`src/dpa_consts.svh`:
```
/*
  Register offsets, field positions and reset values for the data processing ALU.
  Assumes a 32-bit APB bus with byte addresses and one aligned word per register.
*/
`ifndef DPA_CONSTS_SVH
`define DPA_CONSTS_SVH

`define DPA_ADDR_W       8
`define DPA_OFF_OPA      8'h00
`define DPA_OFF_OPB      8'h04
`define DPA_OFF_SHAMT    8'h08
`define DPA_OFF_CTRL     8'h0C
`define DPA_OFF_RESULT   8'h10
`define DPA_OFF_FLAGS    8'h14
`define DPA_OFF_TARGET   8'h18
`define DPA_OFF_STATUS   8'h1C

`define DPA_CTRL_OP_LSB  0
`define DPA_CTRL_OP_MSB  4
`define DPA_CTRL_IMM_SEL 5
`define DPA_CTRL_TO_PC   6
`define DPA_CTRL_IMM_LSB 8
`define DPA_CTRL_IMM_MSB 15

`define DPA_FLAG_N       31
`define DPA_FLAG_Z       30
`define DPA_FLAG_C       29
`define DPA_FLAG_V       28

`define DPA_STAT_DONE    0
`define DPA_STAT_BRANCH  1
`define DPA_STAT_REJECT  2

`define DPA_RST_WORD     32'h0000_0000
`define DPA_RST_FLAGS    4'h0

`define DPA_WORD_BITS    32
`define DPA_LSL_IMM_MAX  8'h1F
`define DPA_RSH_IMM_MIN  8'h01
`define DPA_RSH_IMM_MAX  8'h20

`endif

```
`src/dpa_pkg.sv`:
```
/*
  Types for the data processing ALU: operation codes and register selectors.
  Assumes the operation codes are numbered in the order listed, from zero.
*/
package dpa_pkg;

  typedef enum logic [4:0] {
    and_flags_op,
    or_flags_op,
    xor_flags_op,
    bit_clear_op,
    arith_right_shift_op,
    logical_left_shift_op,
    logical_right_shift_op,
    rotate_right_op,
    compare_op,
    compare_negative_op,
    copy_op,
    copy_flags_op,
    invert_copy_op,
    multiply_op,
    byte_swap_word_op,
    byte_swap_halves_op,
    swap_signext_half_op,
    sign_extend_byte_op,
    zero_extend_byte_op,
    sign_extend_half_op,
    zero_extend_half_op,
    bit_test_op
  } dpa_op_t;

  typedef enum logic [3:0] {
    sel_opa,
    sel_opb,
    sel_shamt,
    sel_ctrl,
    sel_result,
    sel_flags,
    sel_target,
    sel_status,
    sel_none
  } dpa_sel_t;

endpackage

```
`src/dpa_alu.sv`:
```
/*
  Execute-stage datapath of a small 32-bit core, reached as an APB slave.
  Assumes an APB3 master on pclk; operands are loaded into registers and a
  write to the control register executes one operation at that access edge.
*/
// Local design decisions: the APB register port and the address map.
// Notes on behaviour
// - AND, OR, XOR of both operands to result.
// - Bit clear: first AND NOT second.
// - Logic ops set N, Z; keep C, V.
// - Shift count from immediate or low byte.
// - Immediate counts: ASR 1-32, LSL 0-31, LSR 1-32.
// - Shifts set N, Z; C last out; V kept.
// - Register flag copy equals LSL by zero.
// - Compare subtracts register or 8-bit immediate, discards.
// - Compare negative adds, discards sum.
// - Compares update N, Z, C, V.
// - Plain copy writes second operand, no flags.
// - Flag copy takes 0-255 immediate, sets N, Z.
// - Invert copy writes inverse of second operand.
// - Copy to program counter clears bit 0, branches.
// - Multiply keeps low 32 bits, sets N, Z.
// - Word byte swap reverses all four bytes.
// - Halves swap bytes within each halfword.
// - Low halfword byte swap, then sign extend.
// - Byte extend from bits 7:0, sign or zero.
// - Half extend from bits 15:0; no flag change.
// - Bit test And_flags_op, sets N, Z, discards.
`include "dpa_consts.svh"

module dpa_alu (
  input  wire logic        pclk,
  input  wire logic        presetn,
  input  wire logic        psel,
  input  wire logic        penable,
  input  wire logic        pwrite,
  input  wire logic [7:0]  paddr,
  input  wire logic [31:0] pwdata,
  output logic      [31:0] prdata,
  output logic             pready,
  output logic             pslverr,
  output logic      [3:0]  flags_nzcv,
  output logic             branch_valid,
  output logic      [31:0] branch_target
);

  // ****************************************************************
  // Address decoding
  // ****************************************************************

  function automatic dpa_pkg::dpa_sel_t decode_addr(input logic [7:0] addr);
    dpa_pkg::dpa_sel_t sel;
    sel = dpa_pkg::sel_none;
    if (addr == `DPA_OFF_OPA) begin
      sel = dpa_pkg::sel_opa;
    end else if (addr == `DPA_OFF_OPB) begin
      sel = dpa_pkg::sel_opb;
    end else if (addr == `DPA_OFF_SHAMT) begin
      sel = dpa_pkg::sel_shamt;
    end else if (addr == `DPA_OFF_CTRL) begin
      sel = dpa_pkg::sel_ctrl;
    end else if (addr == `DPA_OFF_RESULT) begin
      sel = dpa_pkg::sel_result;
    end else if (addr == `DPA_OFF_FLAGS) begin
      sel = dpa_pkg::sel_flags;
    end else if (addr == `DPA_OFF_TARGET) begin
      sel = dpa_pkg::sel_target;
    end else if (addr == `DPA_OFF_STATUS) begin
      sel = dpa_pkg::sel_status;
    end
    return sel;
  endfunction

  // ****************************************************************
  // Shifter functions, each returning {carry, value}
  // ****************************************************************

  // Counts of zero leave value and carry alone; counts past 31 saturate, but rotate takes them modulo 32.
  function automatic logic [32:0] shift_lsl(input logic [31:0] b, input logic [7:0] n, input logic cin);
    logic [32:0] tmp;
    tmp = {1'b0, b} << n[4:0];
    if (n == 8'h00) begin
      tmp = {cin, b};
    end else if (n == 8'h20) begin
      tmp = {b[0], 32'h0000_0000};
    end else if (n > 8'h20) begin
      tmp = 33'h0_0000_0000;
    end
    return tmp;
  endfunction

  function automatic logic [32:0] shift_lsr(input logic [31:0] b, input logic [7:0] n, input logic cin);
    logic [32:0] tmp;
    logic [32:0] res;
    tmp = {b, 1'b0} >> n[4:0];
    res = {tmp[0], tmp[32:1]};
    if (n == 8'h00) begin
      res = {cin, b};
    end else if (n == 8'h20) begin
      res = {b[31], 32'h0000_0000};
    end else if (n > 8'h20) begin
      res = 33'h0_0000_0000;
    end
    return res;
  endfunction

  function automatic logic [32:0] shift_asr(input logic [31:0] b, input logic [7:0] n, input logic cin);
    logic [32:0] tmp;
    logic [32:0] res;
    tmp = 33'($signed({b, 1'b0}) >>> n[4:0]);
    res = {tmp[0], tmp[32:1]};
    if (n == 8'h00) begin
      res = {cin, b};
    end else if (n >= 8'h20) begin
      res = {b[31], {32{b[31]}}};
    end
    return res;
  endfunction

  function automatic logic [32:0] shift_ror(input logic [31:0] b, input logic [7:0] n, input logic cin);
    logic [31:0] rot;
    logic [32:0] res;
    rot = (b >> n[4:0]) | (b << (6'd32 - {1'b0, n[4:0]}));
    if (n[4:0] == 5'h00) begin
      rot = b;
    end
    res = {rot[31], rot};
    if (n == 8'h00) begin
      res = {cin, b};
    end
    return res;
  endfunction

  // ****************************************************************
  // Registers
  // ****************************************************************

  logic [31:0] opa;
  logic [31:0] opb;
  logic [31:0] shamt;
  logic [15:0] ctrl;
  logic [31:0] result;
  logic [3:0]  flags;
  logic [31:0] target;
  logic [2:0]  status;

  // ****************************************************************
  // Bus decode
  // ****************************************************************

  dpa_pkg::dpa_sel_t sel;
  wire logic         setup_phase;
  wire logic         access_done;
  wire logic         wr_en;
  wire logic         exec_en;
  wire logic [31:0]  rd_word;

  assign sel         = decode_addr(paddr);
  assign setup_phase = psel & ~penable;
  assign access_done = psel & penable & pready;
  assign wr_en       = access_done & pwrite & (sel != dpa_pkg::sel_none);

  assign rd_word = (sel == dpa_pkg::sel_opa)    ? opa :
                   (sel == dpa_pkg::sel_opb)    ? opb :
                   (sel == dpa_pkg::sel_shamt)  ? shamt :
                   (sel == dpa_pkg::sel_ctrl)   ? {16'h0000, ctrl} :
                   (sel == dpa_pkg::sel_result) ? result :
                   (sel == dpa_pkg::sel_flags)  ? {flags, 28'h000_0000} :
                   (sel == dpa_pkg::sel_target) ? target :
                   (sel == dpa_pkg::sel_status) ? {29'h0000_0000, status} : 32'h0000_0000;

  // ****************************************************************
  // Operation fields taken from the control write
  // ****************************************************************

  dpa_pkg::dpa_op_t op;
  wire logic        imm_sel;
  wire logic        to_pc;
  wire logic [7:0]  imm;
  wire logic [31:0] src2;
  wire logic [7:0]  count;
  wire logic        bad_op;
  wire logic        bad_imm;
  wire logic        reject;

  assign op      = dpa_pkg::dpa_op_t'(pwdata[`DPA_CTRL_OP_MSB:`DPA_CTRL_OP_LSB]);
  assign imm_sel = pwdata[`DPA_CTRL_IMM_SEL];
  assign to_pc   = pwdata[`DPA_CTRL_TO_PC];
  assign imm     = pwdata[`DPA_CTRL_IMM_MSB:`DPA_CTRL_IMM_LSB];
  assign src2    = imm_sel ? {24'h00_0000, imm} : opb;
  assign count   = imm_sel ? imm : shamt[7:0];

  assign bad_op  = pwdata[`DPA_CTRL_OP_MSB:`DPA_CTRL_OP_LSB] > 5'(dpa_pkg::bit_test_op);

  // Immediate forms outside their documented ranges are refused: result, flags and target stay; ctrl and the status reject bit are still written.
  assign bad_imm = imm_sel & (
                   ((op == dpa_pkg::arith_right_shift_op) &
                    ((imm < `DPA_RSH_IMM_MIN) | (imm > `DPA_RSH_IMM_MAX))) |
                   ((op == dpa_pkg::logical_left_shift_op) & (imm > `DPA_LSL_IMM_MAX)) |
                   ((op == dpa_pkg::logical_right_shift_op) &
                    ((imm < `DPA_RSH_IMM_MIN) | (imm > `DPA_RSH_IMM_MAX))) |
                   (op == dpa_pkg::rotate_right_op));
  assign reject  = bad_op | bad_imm;
  assign exec_en = wr_en & (sel == dpa_pkg::sel_ctrl) & ~reject;

  // ****************************************************************
  // Datapath
  // ****************************************************************

  wire logic        cin;
  wire logic        vin;
  wire logic [32:0] lsl_out;
  wire logic [32:0] lsr_out;
  wire logic [32:0] asr_out;
  wire logic [32:0] ror_out;
  wire logic [32:0] sub_out;
  wire logic [32:0] add_out;
  wire logic        sub_v;
  wire logic        add_v;
  wire logic [31:0] prod;
  wire logic [31:0] and_out;

  assign cin     = flags[1];
  assign vin     = flags[0];
  assign lsl_out = shift_lsl(opb, count, cin);
  assign lsr_out = shift_lsr(opb, count, cin);
  assign asr_out = shift_asr(opb, count, cin);
  assign ror_out = shift_ror(opb, count, cin);
  assign sub_out = {1'b0, opa} + {1'b0, ~src2} + 33'h0_0000_0001;
  assign add_out = {1'b0, opa} + {1'b0, opb};
  assign sub_v   = (opa[31] != src2[31]) & (sub_out[31] != opa[31]);
  assign add_v   = (opa[31] == opb[31]) & (add_out[31] != opa[31]);
  assign prod    = opa * opb;
  assign and_out = opa & opb;

  logic [31:0] value;
  logic        next_c;
  logic        next_v;
  logic        writes_result;
  logic        sets_nz;

  always_comb begin
    value         = 32'h0000_0000;
    next_c        = cin;
    next_v        = vin;
    writes_result = 1'b1;
    sets_nz       = 1'b1;
    case (op)
      dpa_pkg::and_flags_op:   value = and_out;
      dpa_pkg::or_flags_op:    value = opa | opb;
      dpa_pkg::xor_flags_op:   value = opa ^ opb;
      dpa_pkg::bit_clear_op:   value = opa & ~opb;
      dpa_pkg::arith_right_shift_op: begin
        {next_c, value} = asr_out;
      end
      dpa_pkg::logical_left_shift_op, dpa_pkg::copy_flags_op: begin
        // A register flag copy is a left shift by zero; an immediate
        // copy goes the same path with a zero count, so carry is kept.
        if (op == dpa_pkg::copy_flags_op) begin
          {next_c, value} = shift_lsl(src2, 8'h00, cin);
        end else begin
          {next_c, value} = lsl_out;
        end
      end
      dpa_pkg::logical_right_shift_op: begin
        {next_c, value} = lsr_out;
      end
      dpa_pkg::rotate_right_op: begin
        {next_c, value} = ror_out;
      end
      dpa_pkg::compare_op: begin
        value         = sub_out[31:0];
        next_c        = sub_out[32];
        next_v        = sub_v;
        writes_result = 1'b0;
      end
      dpa_pkg::compare_negative_op: begin
        value         = add_out[31:0];
        next_c        = add_out[32];
        next_v        = add_v;
        writes_result = 1'b0;
      end
      dpa_pkg::copy_op: begin
        value   = opb;
        sets_nz = 1'b0;
      end
      dpa_pkg::invert_copy_op: value = ~opb;
      dpa_pkg::multiply_op:    value = prod;
      dpa_pkg::byte_swap_word_op: begin
        value   = {opb[7:0], opb[15:8], opb[23:16], opb[31:24]};
        sets_nz = 1'b0;
      end
      dpa_pkg::byte_swap_halves_op: begin
        value   = {opb[23:16], opb[31:24], opb[7:0], opb[15:8]};
        sets_nz = 1'b0;
      end
      dpa_pkg::swap_signext_half_op: begin
        value   = {{16{opb[7]}}, opb[7:0], opb[15:8]};
        sets_nz = 1'b0;
      end
      dpa_pkg::sign_extend_byte_op: begin
        value   = {{24{opb[7]}}, opb[7:0]};
        sets_nz = 1'b0;
      end
      dpa_pkg::zero_extend_byte_op: begin
        value   = {24'h00_0000, opb[7:0]};
        sets_nz = 1'b0;
      end
      dpa_pkg::sign_extend_half_op: begin
        value   = {{16{opb[15]}}, opb[15:0]};
        sets_nz = 1'b0;
      end
      dpa_pkg::zero_extend_half_op: begin
        value   = {16'h0000, opb[15:0]};
        sets_nz = 1'b0;
      end
      dpa_pkg::bit_test_op: begin
        value         = and_out;
        writes_result = 1'b0;
      end
      default: begin
        writes_result = 1'b0;
        sets_nz       = 1'b0;
      end
    endcase
  end

  wire logic        is_branch;
  wire logic        next_n;
  wire logic        next_z;
  wire logic [3:0]  next_flags;

  assign is_branch  = (op == dpa_pkg::copy_op) & to_pc;
  assign next_n     = sets_nz ? value[31] : flags[3];
  assign next_z     = sets_nz ? (value == 32'h0000_0000) : flags[2];
  assign next_flags = {next_n, next_z, next_c, next_v};

  // ****************************************************************
  // APB answer: zero wait states, every output from a flip-flop
  // ****************************************************************

  always_ff @(posedge pclk or negedge presetn) begin
    if (!presetn) begin
      pready  <= 1'b0;
      prdata  <= `DPA_RST_WORD;
      pslverr <= 1'b0;
    end else begin
      pready  <= setup_phase;
      pslverr <= setup_phase & (sel == dpa_pkg::sel_none);
      prdata  <= (setup_phase & ~pwrite) ? rd_word : 32'h0000_0000;
    end
  end

  // ****************************************************************
  // Operand and control registers
  // ****************************************************************

  always_ff @(posedge pclk or negedge presetn) begin
    if (!presetn) begin
      opa   <= `DPA_RST_WORD;
      opb   <= `DPA_RST_WORD;
      shamt <= `DPA_RST_WORD;
      ctrl  <= 16'h0000;
    end else if (wr_en) begin
      if (sel == dpa_pkg::sel_opa) begin
        opa <= pwdata;
      end
      if (sel == dpa_pkg::sel_opb) begin
        opb <= pwdata;
      end
      if (sel == dpa_pkg::sel_shamt) begin
        shamt <= pwdata;
      end
      if (sel == dpa_pkg::sel_ctrl) begin
        ctrl <= pwdata[15:0];
      end
    end
  end

  // ****************************************************************
  // Result, flags, branch and status
  // ****************************************************************

  always_ff @(posedge pclk or negedge presetn) begin
    if (!presetn) begin
      result <= `DPA_RST_WORD;
      flags  <= `DPA_RST_FLAGS;
      target <= `DPA_RST_WORD;
      status <= 3'h0;
    end else if (wr_en && sel == dpa_pkg::sel_flags) begin
      flags <= pwdata[`DPA_FLAG_N:`DPA_FLAG_V];
    end else if (wr_en && sel == dpa_pkg::sel_ctrl) begin
      status <= {reject, exec_en & is_branch, exec_en & writes_result & ~is_branch};
      if (exec_en) begin
        flags <= next_flags;
        if (is_branch) begin
          target <= {opb[31:1], 1'b0};
        end else if (writes_result) begin
          result <= value;
        end
      end
    end
  end

  always_ff @(posedge pclk or negedge presetn) begin
    if (!presetn) begin
      flags_nzcv    <= `DPA_RST_FLAGS;
      branch_valid  <= 1'b0;
      branch_target <= `DPA_RST_WORD;
    end else begin
      flags_nzcv    <= exec_en ? next_flags : flags;
      branch_valid  <= exec_en & is_branch;
      branch_target <= (exec_en & is_branch) ? {opb[31:1], 1'b0} : branch_target;
    end
  end

endmodule

```
`config.mk`:
```
export PLATFORM = sky130hd
export DESIGN_NAME = dpa_alu
export DESIGN_NICKNAME = d
export VERILOG_FILES = /design/src/dpa_pkg.sv /design/src/dpa_alu.sv
export VERILOG_INCLUDE_DIRS = /design/src
export SDC_FILE = /design/constraint.sdc
export NUM_CORES = 2
export LEC_CHECK = 0
export ABC_AREA = 1
export BUFFER_PORTS_ARGS = -buffer_cell sky130_fd_sc_hd__buf_2
export CORE_MARGIN = 4
export CORE_UTILIZATION = 25
export CTS_CLUSTER_DIAMETER = 200
export DETAILED_ROUTE_END_ITERATION = 10
export PLACE_DENSITY = 0.49
export SLEW_MARGIN = 20
export SYNTH_ARGS = -nofsm -noshare
export SYNTH_HDL_FRONTEND = slang
export SYNTH_SLANG_ARGS = --single-unit
```
`constraint.sdc`:
```
create_clock -name pclk -period 15.85 [get_ports pclk]
set_input_delay 1.585 -clock pclk [delete_from_list [all_inputs] [get_ports pclk]]
set_output_delay 1.585 -clock pclk [all_outputs]
set_load 0.005 [all_outputs]
```
# Word-level counts from Yosys, hierarchy flattened
# Index checks and enable logic that the tools add are counted.
dict set report classes {
  n_addsub 4
  multipliers 1
  n_div 0
  n_lt_le_gt_ge 6
  n_eq_ne 42
  shift 5
  muxes 41
  bitwise 36
  n_reduce_logical 20
}
# operator n
set ops {}
lappend ops {{one-hot mux 32 bit (20 select lines)} 1}
lappend ops {{two-way mux 32 bit} 11}
lappend ops {{two-way mux 33 bit} 9}
lappend ops {{adder 32 x 32 -> 33 bit} 2}
lappend ops {{bitwise AND 32 bit} 2}
lappend ops {{inverter 32 bit} 2}
lappend ops {{bitwise OR 32 bit} 2}
lappend ops {{two-way mux 4 bit} 11}
lappend ops {{== test 5 x 4 -> 1 bit, second input constant} 8}
lappend ops {{adder 33 x 1 -> 33 bit, second input constant} 1}
lappend ops {{<< shifter 32 x 5 -> 33 bit} 1}
lappend ops {{>> shifter 33 x 5 -> 33 bit} 1}
lappend ops {{>>> shifter 33 x 5 -> 33 bit} 1}
lappend ops {{== test 8 x 5 -> 1 bit, second input constant} 4}
lappend ops {{zero test 32 bit} 1}
lappend ops {{multiplier 32 x 32 -> 32 bit} 1}
lappend ops {{<< shifter 32 x 6 -> 32 bit} 1}
lappend ops {{>> shifter 32 x 5 -> 32 bit} 1}
lappend ops {{XOR 32 bit} 1}
lappend ops {{== test 5 bit, second input constant} 6}
lappend ops {{== test 5 x 3 -> 1 bit, second input constant} 4}
lappend ops {{bitwise AND 1 bit} 19}
lappend ops {{OR reduction 19 bit} 1}
lappend ops {{== test 4 x 3 -> 1 bit, second input constant} 4}
lappend ops {{34 further kinds} 60}
dict set report word_totals {
  ff_bits 252
  latch_bits 0
  ram_bits 0
  mem_bits_ro 0
  output_inout_bits 71
  wordCells 169
  memories 0
}

# Longest topological paths before layout
dict set report depth {
  word_depth 19
  ltp_mapped 42
  ltp_nobuf 39
}

# Worst setup path before layout
# OpenSTA, ideal clock, no wires.
dict set report synth_timing {
  path_kind {flip-flop to flip-flop}
  startpoint {register opb[2]}
  endpoint {register flags[2]}
  setup_ps 65
  arrival_time_ps 7262
  required_time_ps 15785
  setup_slack_ps 8522
  path_stages_with_launch 39
  n_path_buf 3
  synth_period_minus_slack_ps 7328
  path_cell_list {dfrtp_1 -> clkbuf_1 -> clkbuf_1 -> clkbuf_1 -> nand2_1 -> fa_1 -> inv_1 -> fa_1 -> inv_1 -> fa_1 -> fa_1 -> inv_1 -> fa_1 -> fa_1 -> fa_1 -> fa_1 -> ha_1 -> nand2_1 -> (+3 left out) -> nand2_1 -> nand3_1 -> nand2_1 -> nand3_1 -> nand2_1 -> inv_1 -> nand4_1 -> nor2_1 -> nand2_1 -> nor2_1 -> nand3_1 -> nor2_1 -> nand3_1 -> nand2_1 -> nand2_1 -> nand2_2 -> nand2_1 -> nand2_1}
}
dict set report synth_via {
  elab_chain_len 11
  elab_cells_between_ends 34
  cone_classes {add/sub: 3; mul: 1; shift: 5; mux: 17; bitwise: 7; reduce/logical: 1}
}
# element line_no
set synth_rtl {}
lappend synth_rtl {{start: declaration} dpa_alu.sv:139} ;# logic [31:0] opb;
lappend synth_rtl {{start signal: assignment} dpa_alu.sv:361} ;# opb <= `DPA_RST_WORD;
lappend synth_rtl {{start signal: assignment} dpa_alu.sv:369} ;# opb <= pwdata;
lappend synth_rtl {{branches (longest 5 deep; another with adder 32 x 32 -> 33 bit)} -}
lappend synth_rtl {{one-hot mux 32 bit (20 select lines) (*)} dpa_alu.sv:248} ;# case (op)
lappend synth_rtl {{zero test 32 bit (*)} dpa_alu.sv:335} ;# assign next_z = sets_nz ? (value == 32'h0000_0000) : flags[2];
lappend synth_rtl {{two-way mux 1 bit (*)} dpa_alu.sv:335}
lappend synth_rtl {{two-way mux 4 bit (*)} dpa_alu.sv:394} ;# if (exec_en) begin
lappend synth_rtl {{two-way mux 4 bit (*)} dpa_alu.sv:392} ;# end else if (wr_en && sel == dpa_pkg::sel_ctrl) begin
lappend synth_rtl {{two-way mux 4 bit (*)} dpa_alu.sv:390} ;# end else if (wr_en && sel == dpa_pkg::sel_flags) begin
lappend synth_rtl {{end signal: assignment} dpa_alu.sv:387} ;# flags <= `DPA_RST_FLAGS;
lappend synth_rtl {{end signal: assignment} dpa_alu.sv:391} ;# flags <= pwdata[`DPA_FLAG_N:`DPA_FLAG_V];
lappend synth_rtl {{end signal: assignment} dpa_alu.sv:395} ;# flags <= next_flags;
lappend synth_rtl {{end: declaration} dpa_alu.sv:143} ;# logic [3:0] flags;
# Every way passes the cells marked *. The select of a mux whose other input is x is not followed.
# A chain may end at the register's enable or synchronous reset.

# Worst setup path after layout
dict set report layout_timing {
  startpoint {register opb[9]}
  endpoint {register flags[2]}
}
# Same word-level chain as after synthesis.

==> impl_metrics.tcl <==
set metrics [dict create \
    cp_data_required_time_ps 16360 \
    regArea_um2 6310 \
    finalPower_w 0.001790 \
    worst_pin_slew_ps 1157 \
    clk_pin_slew_worst_paths_ps 80 \
    rsz0062_at_grt "false" \
    status "finished clean" \
    final_nets 7088 \
    maxCapViolCount 0 \
    final-setup-viol-count 0 \
    h-tree-depth 1 \
    antenna_found_initial 15 \
    grt_overflow_total 0 \
    placed_cell_area_um2 44960 \
    drive_gt1_share_pct 6.203 \
    arrival_ps 9370 \
    drt.antenna.violating_nets 0 \
    dieHeight_um 417.0 \
    cellLeakagePower_nw 24.90 \
    crit_slowest_cell "dfrtp_1" \
    max_freq_ghz 0.1128 \
    synthArstFlopShare_pct 100.0 \
    initialDrtViolationCount 5481 \
    cts_resized 0 \
    synth_ff_type "dfrtp_1" \
    initial_utilization_pct 25.27 \
    drc 0 \
    cp_max_fo 15 \
    min_path_type "register to register" \
    fin_crit_ps 8866 \
    rrSetupSlack_ps 6980 \
    tns_ps 0 \
    yosysUniqueCellTypes 58 \
    synthCells 6456 \
    synth_fa_ha_area_share_pct 26.23 \
    peakVddDrop_mv 0.07535 \
    core_area_um2 165500 \
    max_stage_delay_ps 850 \
    powerDensity_nw_per_um2 38.95 \
    postSynthAreaPerCell_um2 6.479 \
    crit_path_start_kind "register" \
    synthXorXnorAreaFrac_pct 0.6910 \
    grt_usage_pct 26.29 \
    wl_per_cell_um 27.24 \
    crit_buf_inv 3 \
    cts_buffers 29 \
    drt_wl_total_um 235100 \
    seq_area_frac_synth_pct 15.08 \
    std_cell_rows 149 \
    grt_pass1_wl_um 332500 \
    grt_max_degree 163 \
    worst_skew_pair.late_latency_ps 590 \
    synth_warnings 0 \
    port_buffers 114 \
    worstSetupEndpointType "register" \
    synth_area_um2 41830 \
    finalHoldViolCount 0 \
    dr.pass1.iters 7 \
    muxShareOfSynthArea_pct 0 \
    synthSimpleGateAreaFrac_pct 31.12 \
    clockBufferDepth 3 \
    ctsHoldBuffers 0 \
    multi_input_area_um2 29850 \
    cts_root_buf "clkbuf_16" \
    fillers 18730 \
    synth_compound_area_share_pct 13.17 \
    dp_hpwl_um 178100 \
    first_global_vias 44400 \
    cts_setup_buffers 0 \
    path_delay_family "adder cells" \
    die_w_um 417.0 \
    final_area_um2 45950 \
    cts_tree "built" \
    routabilityCongestion 1.050 \
    synthToLayoutAreaGrowth_pct 9.863 \
    cts_sinks 252 \
    fin_skew_ps 34.29 \
    synth_fp_nets 7132 \
    synth_top_family_by_area "simple AND/OR/NAND/NOR gates" \
    slew_violations 0 \
    timing.slew.headroom_pct 22.83 \
    vias 46070 \
    vias_per_cell 5.339 \
    period_share_pct 55.94 \
    synth-seq-cells 252 \
    die_area_um2 173900 \
    synth_edf_count 0 \
    critPathKind "register to register" \
    ioPinCount 116 \
]
logic make-up (layout without fill, tap and decap cells):
| family | count (synthesis) | after routing |
|---|---|---|
| AO/OA/AOI/OAI | 961 | 961 |
| XOR/XNOR | 33 | 33 |
| adder cells (fa/ha/maj) | 631 | 631 |
| buffers and inverters | 1479 | 1455 |
| flip-flops | 252 | 252 |
| other | 1 | 10 |
| AND/OR/NAND/NOR | 3099 | 3099 |
Yosys cell counts (19+ instances only):
cell / number / area, µm²
a21oi_1: 282 / 1411
a221oi_1: 37 / 324.1
a31oi_1: 23 / 143.9
buf_1: 50 / 187.7
buf_2: 60 / 300.3
buf_4: 19 / 142.6
clkbuf_1: 222 / 833.3
clkinv_1: 28 / 105.1
dfrtp_1: 252 / 6306
fa_1: 410 / 8208
ha_1: 221 / 2765
inv_1: 1079 / 4050
nand2_1: 1914 / 7184
nand3_1: 653 / 3268
nand3b_1: 24 / 180.2
nand4_1: 73 / 456.7
nor2_1: 334 / 1254
nor3_1: 45 / 225.2
o211ai_1: 66 / 495.5
o21ai_0: 391 / 1957
o21bai_1: 23 / 172.7
o22ai_1: 44 / 275.3
xor2_1: 20 / 175.2
through the flow:
| step | utilization [%] | setup slack [ps] | instances | hold WS, ps |
|---|---|---|---|---|
| floorplan | - | 8522 | 6456 | 447.9 |
| finish | 27.76 | 6984 | 8630 | 484.6 |
| CTS | 27.72 | 7103 | 8620 | 488.3 |
| global placement | 27.16 | 7069 | 8569 | 462.1 |
| detailed placement | 27.16 | 7171 | 8569 | 468.0 |
| global route | 27.74 | 6791 | 8621 | 508.2 |
where the power goes:
part	internal, W	switching [W]	leakage (nW)
Combinational	0.000100	0.000344	21.0
Sequential	0.000644	0.000000776	3.47
Clock	0.000395	0.000305	0.463
Total	0.00114	0.000650	24.9
tightest hold or removal path: stages (launching register included):
cell	delay [ps]
dfrtp_1	340
nand2_1	50
o21ai_0	60
layout make-up:
cell class / instances / share of cell area (%)
flip-flops and latches: 252 / 13.73
well taps: 2189 / 5.960
inverters: 1124 / 9.184
clock buffers: 37 / 1.688
repair buffers: 280 / 4.073
multi-input cells: 4725 / 64.96
clock inverters: 14 / 0.3540
diodes: 9 / 0.04901
path summary, 6_finish.rpt:
| kind | start | to | depth (start not counted) |
|---|---|---|---|
| worst max-delay path | opb[9] | flags[2] | 30 |
| worst min-delay path | branch_target[7] | branch_target[7] | 2 |
| worst max register to register | opb[9] | flags[2] | 30 |
| worst min register to register | branch_target[7] | branch_target[7] | 2 |
| max in group asynchronous | presetn | shamt[10] | 3 |
| min in group asynchronous | presetn | branch_target[25] | 1 |
sequential cells by signal, summed over array words and instances, names as in the netlist, 4 cells and up:
signal / cells
opa: 32
opb: 32
flags_nzcv: 4
result: 32
branch_target: 31
prdata: 32
flags: 4
shamt: 32
target: 31
ctrl: 16
per-layer routing:
metal  vias up  GRT usage (%)  share of wire (%)
met5         -              0              0.033
met4        10          15.64                7.3
met3       600          5.149                8.8
met2      2428          40.81                 43
met1     22720          33.85                 41
li1      20310              -                  -
layout by cell type (no fill, tap or decap), drive strengths merged, types with 7 or more instances in the layout:
master and instances:
a221oi 37, nand3 655, o2111ai 11, or2 12
fa 410, nor4 13, inv 1098, nand4 73
o21ai 409, a211oi 7, a21o 10, buf 280
dfrtp 252, o22ai 44, clkinv 36, ha 221
diode 9, xnor2 13, clkbuf 37, nand2 1925
o21a 10, a31oi 23, xor2 20, o221ai 15
a21oi 283, nor2 345, o211ai 66, o21bai 23
nor3 49, nand3b 24
(Power assumes the default switching activity.)
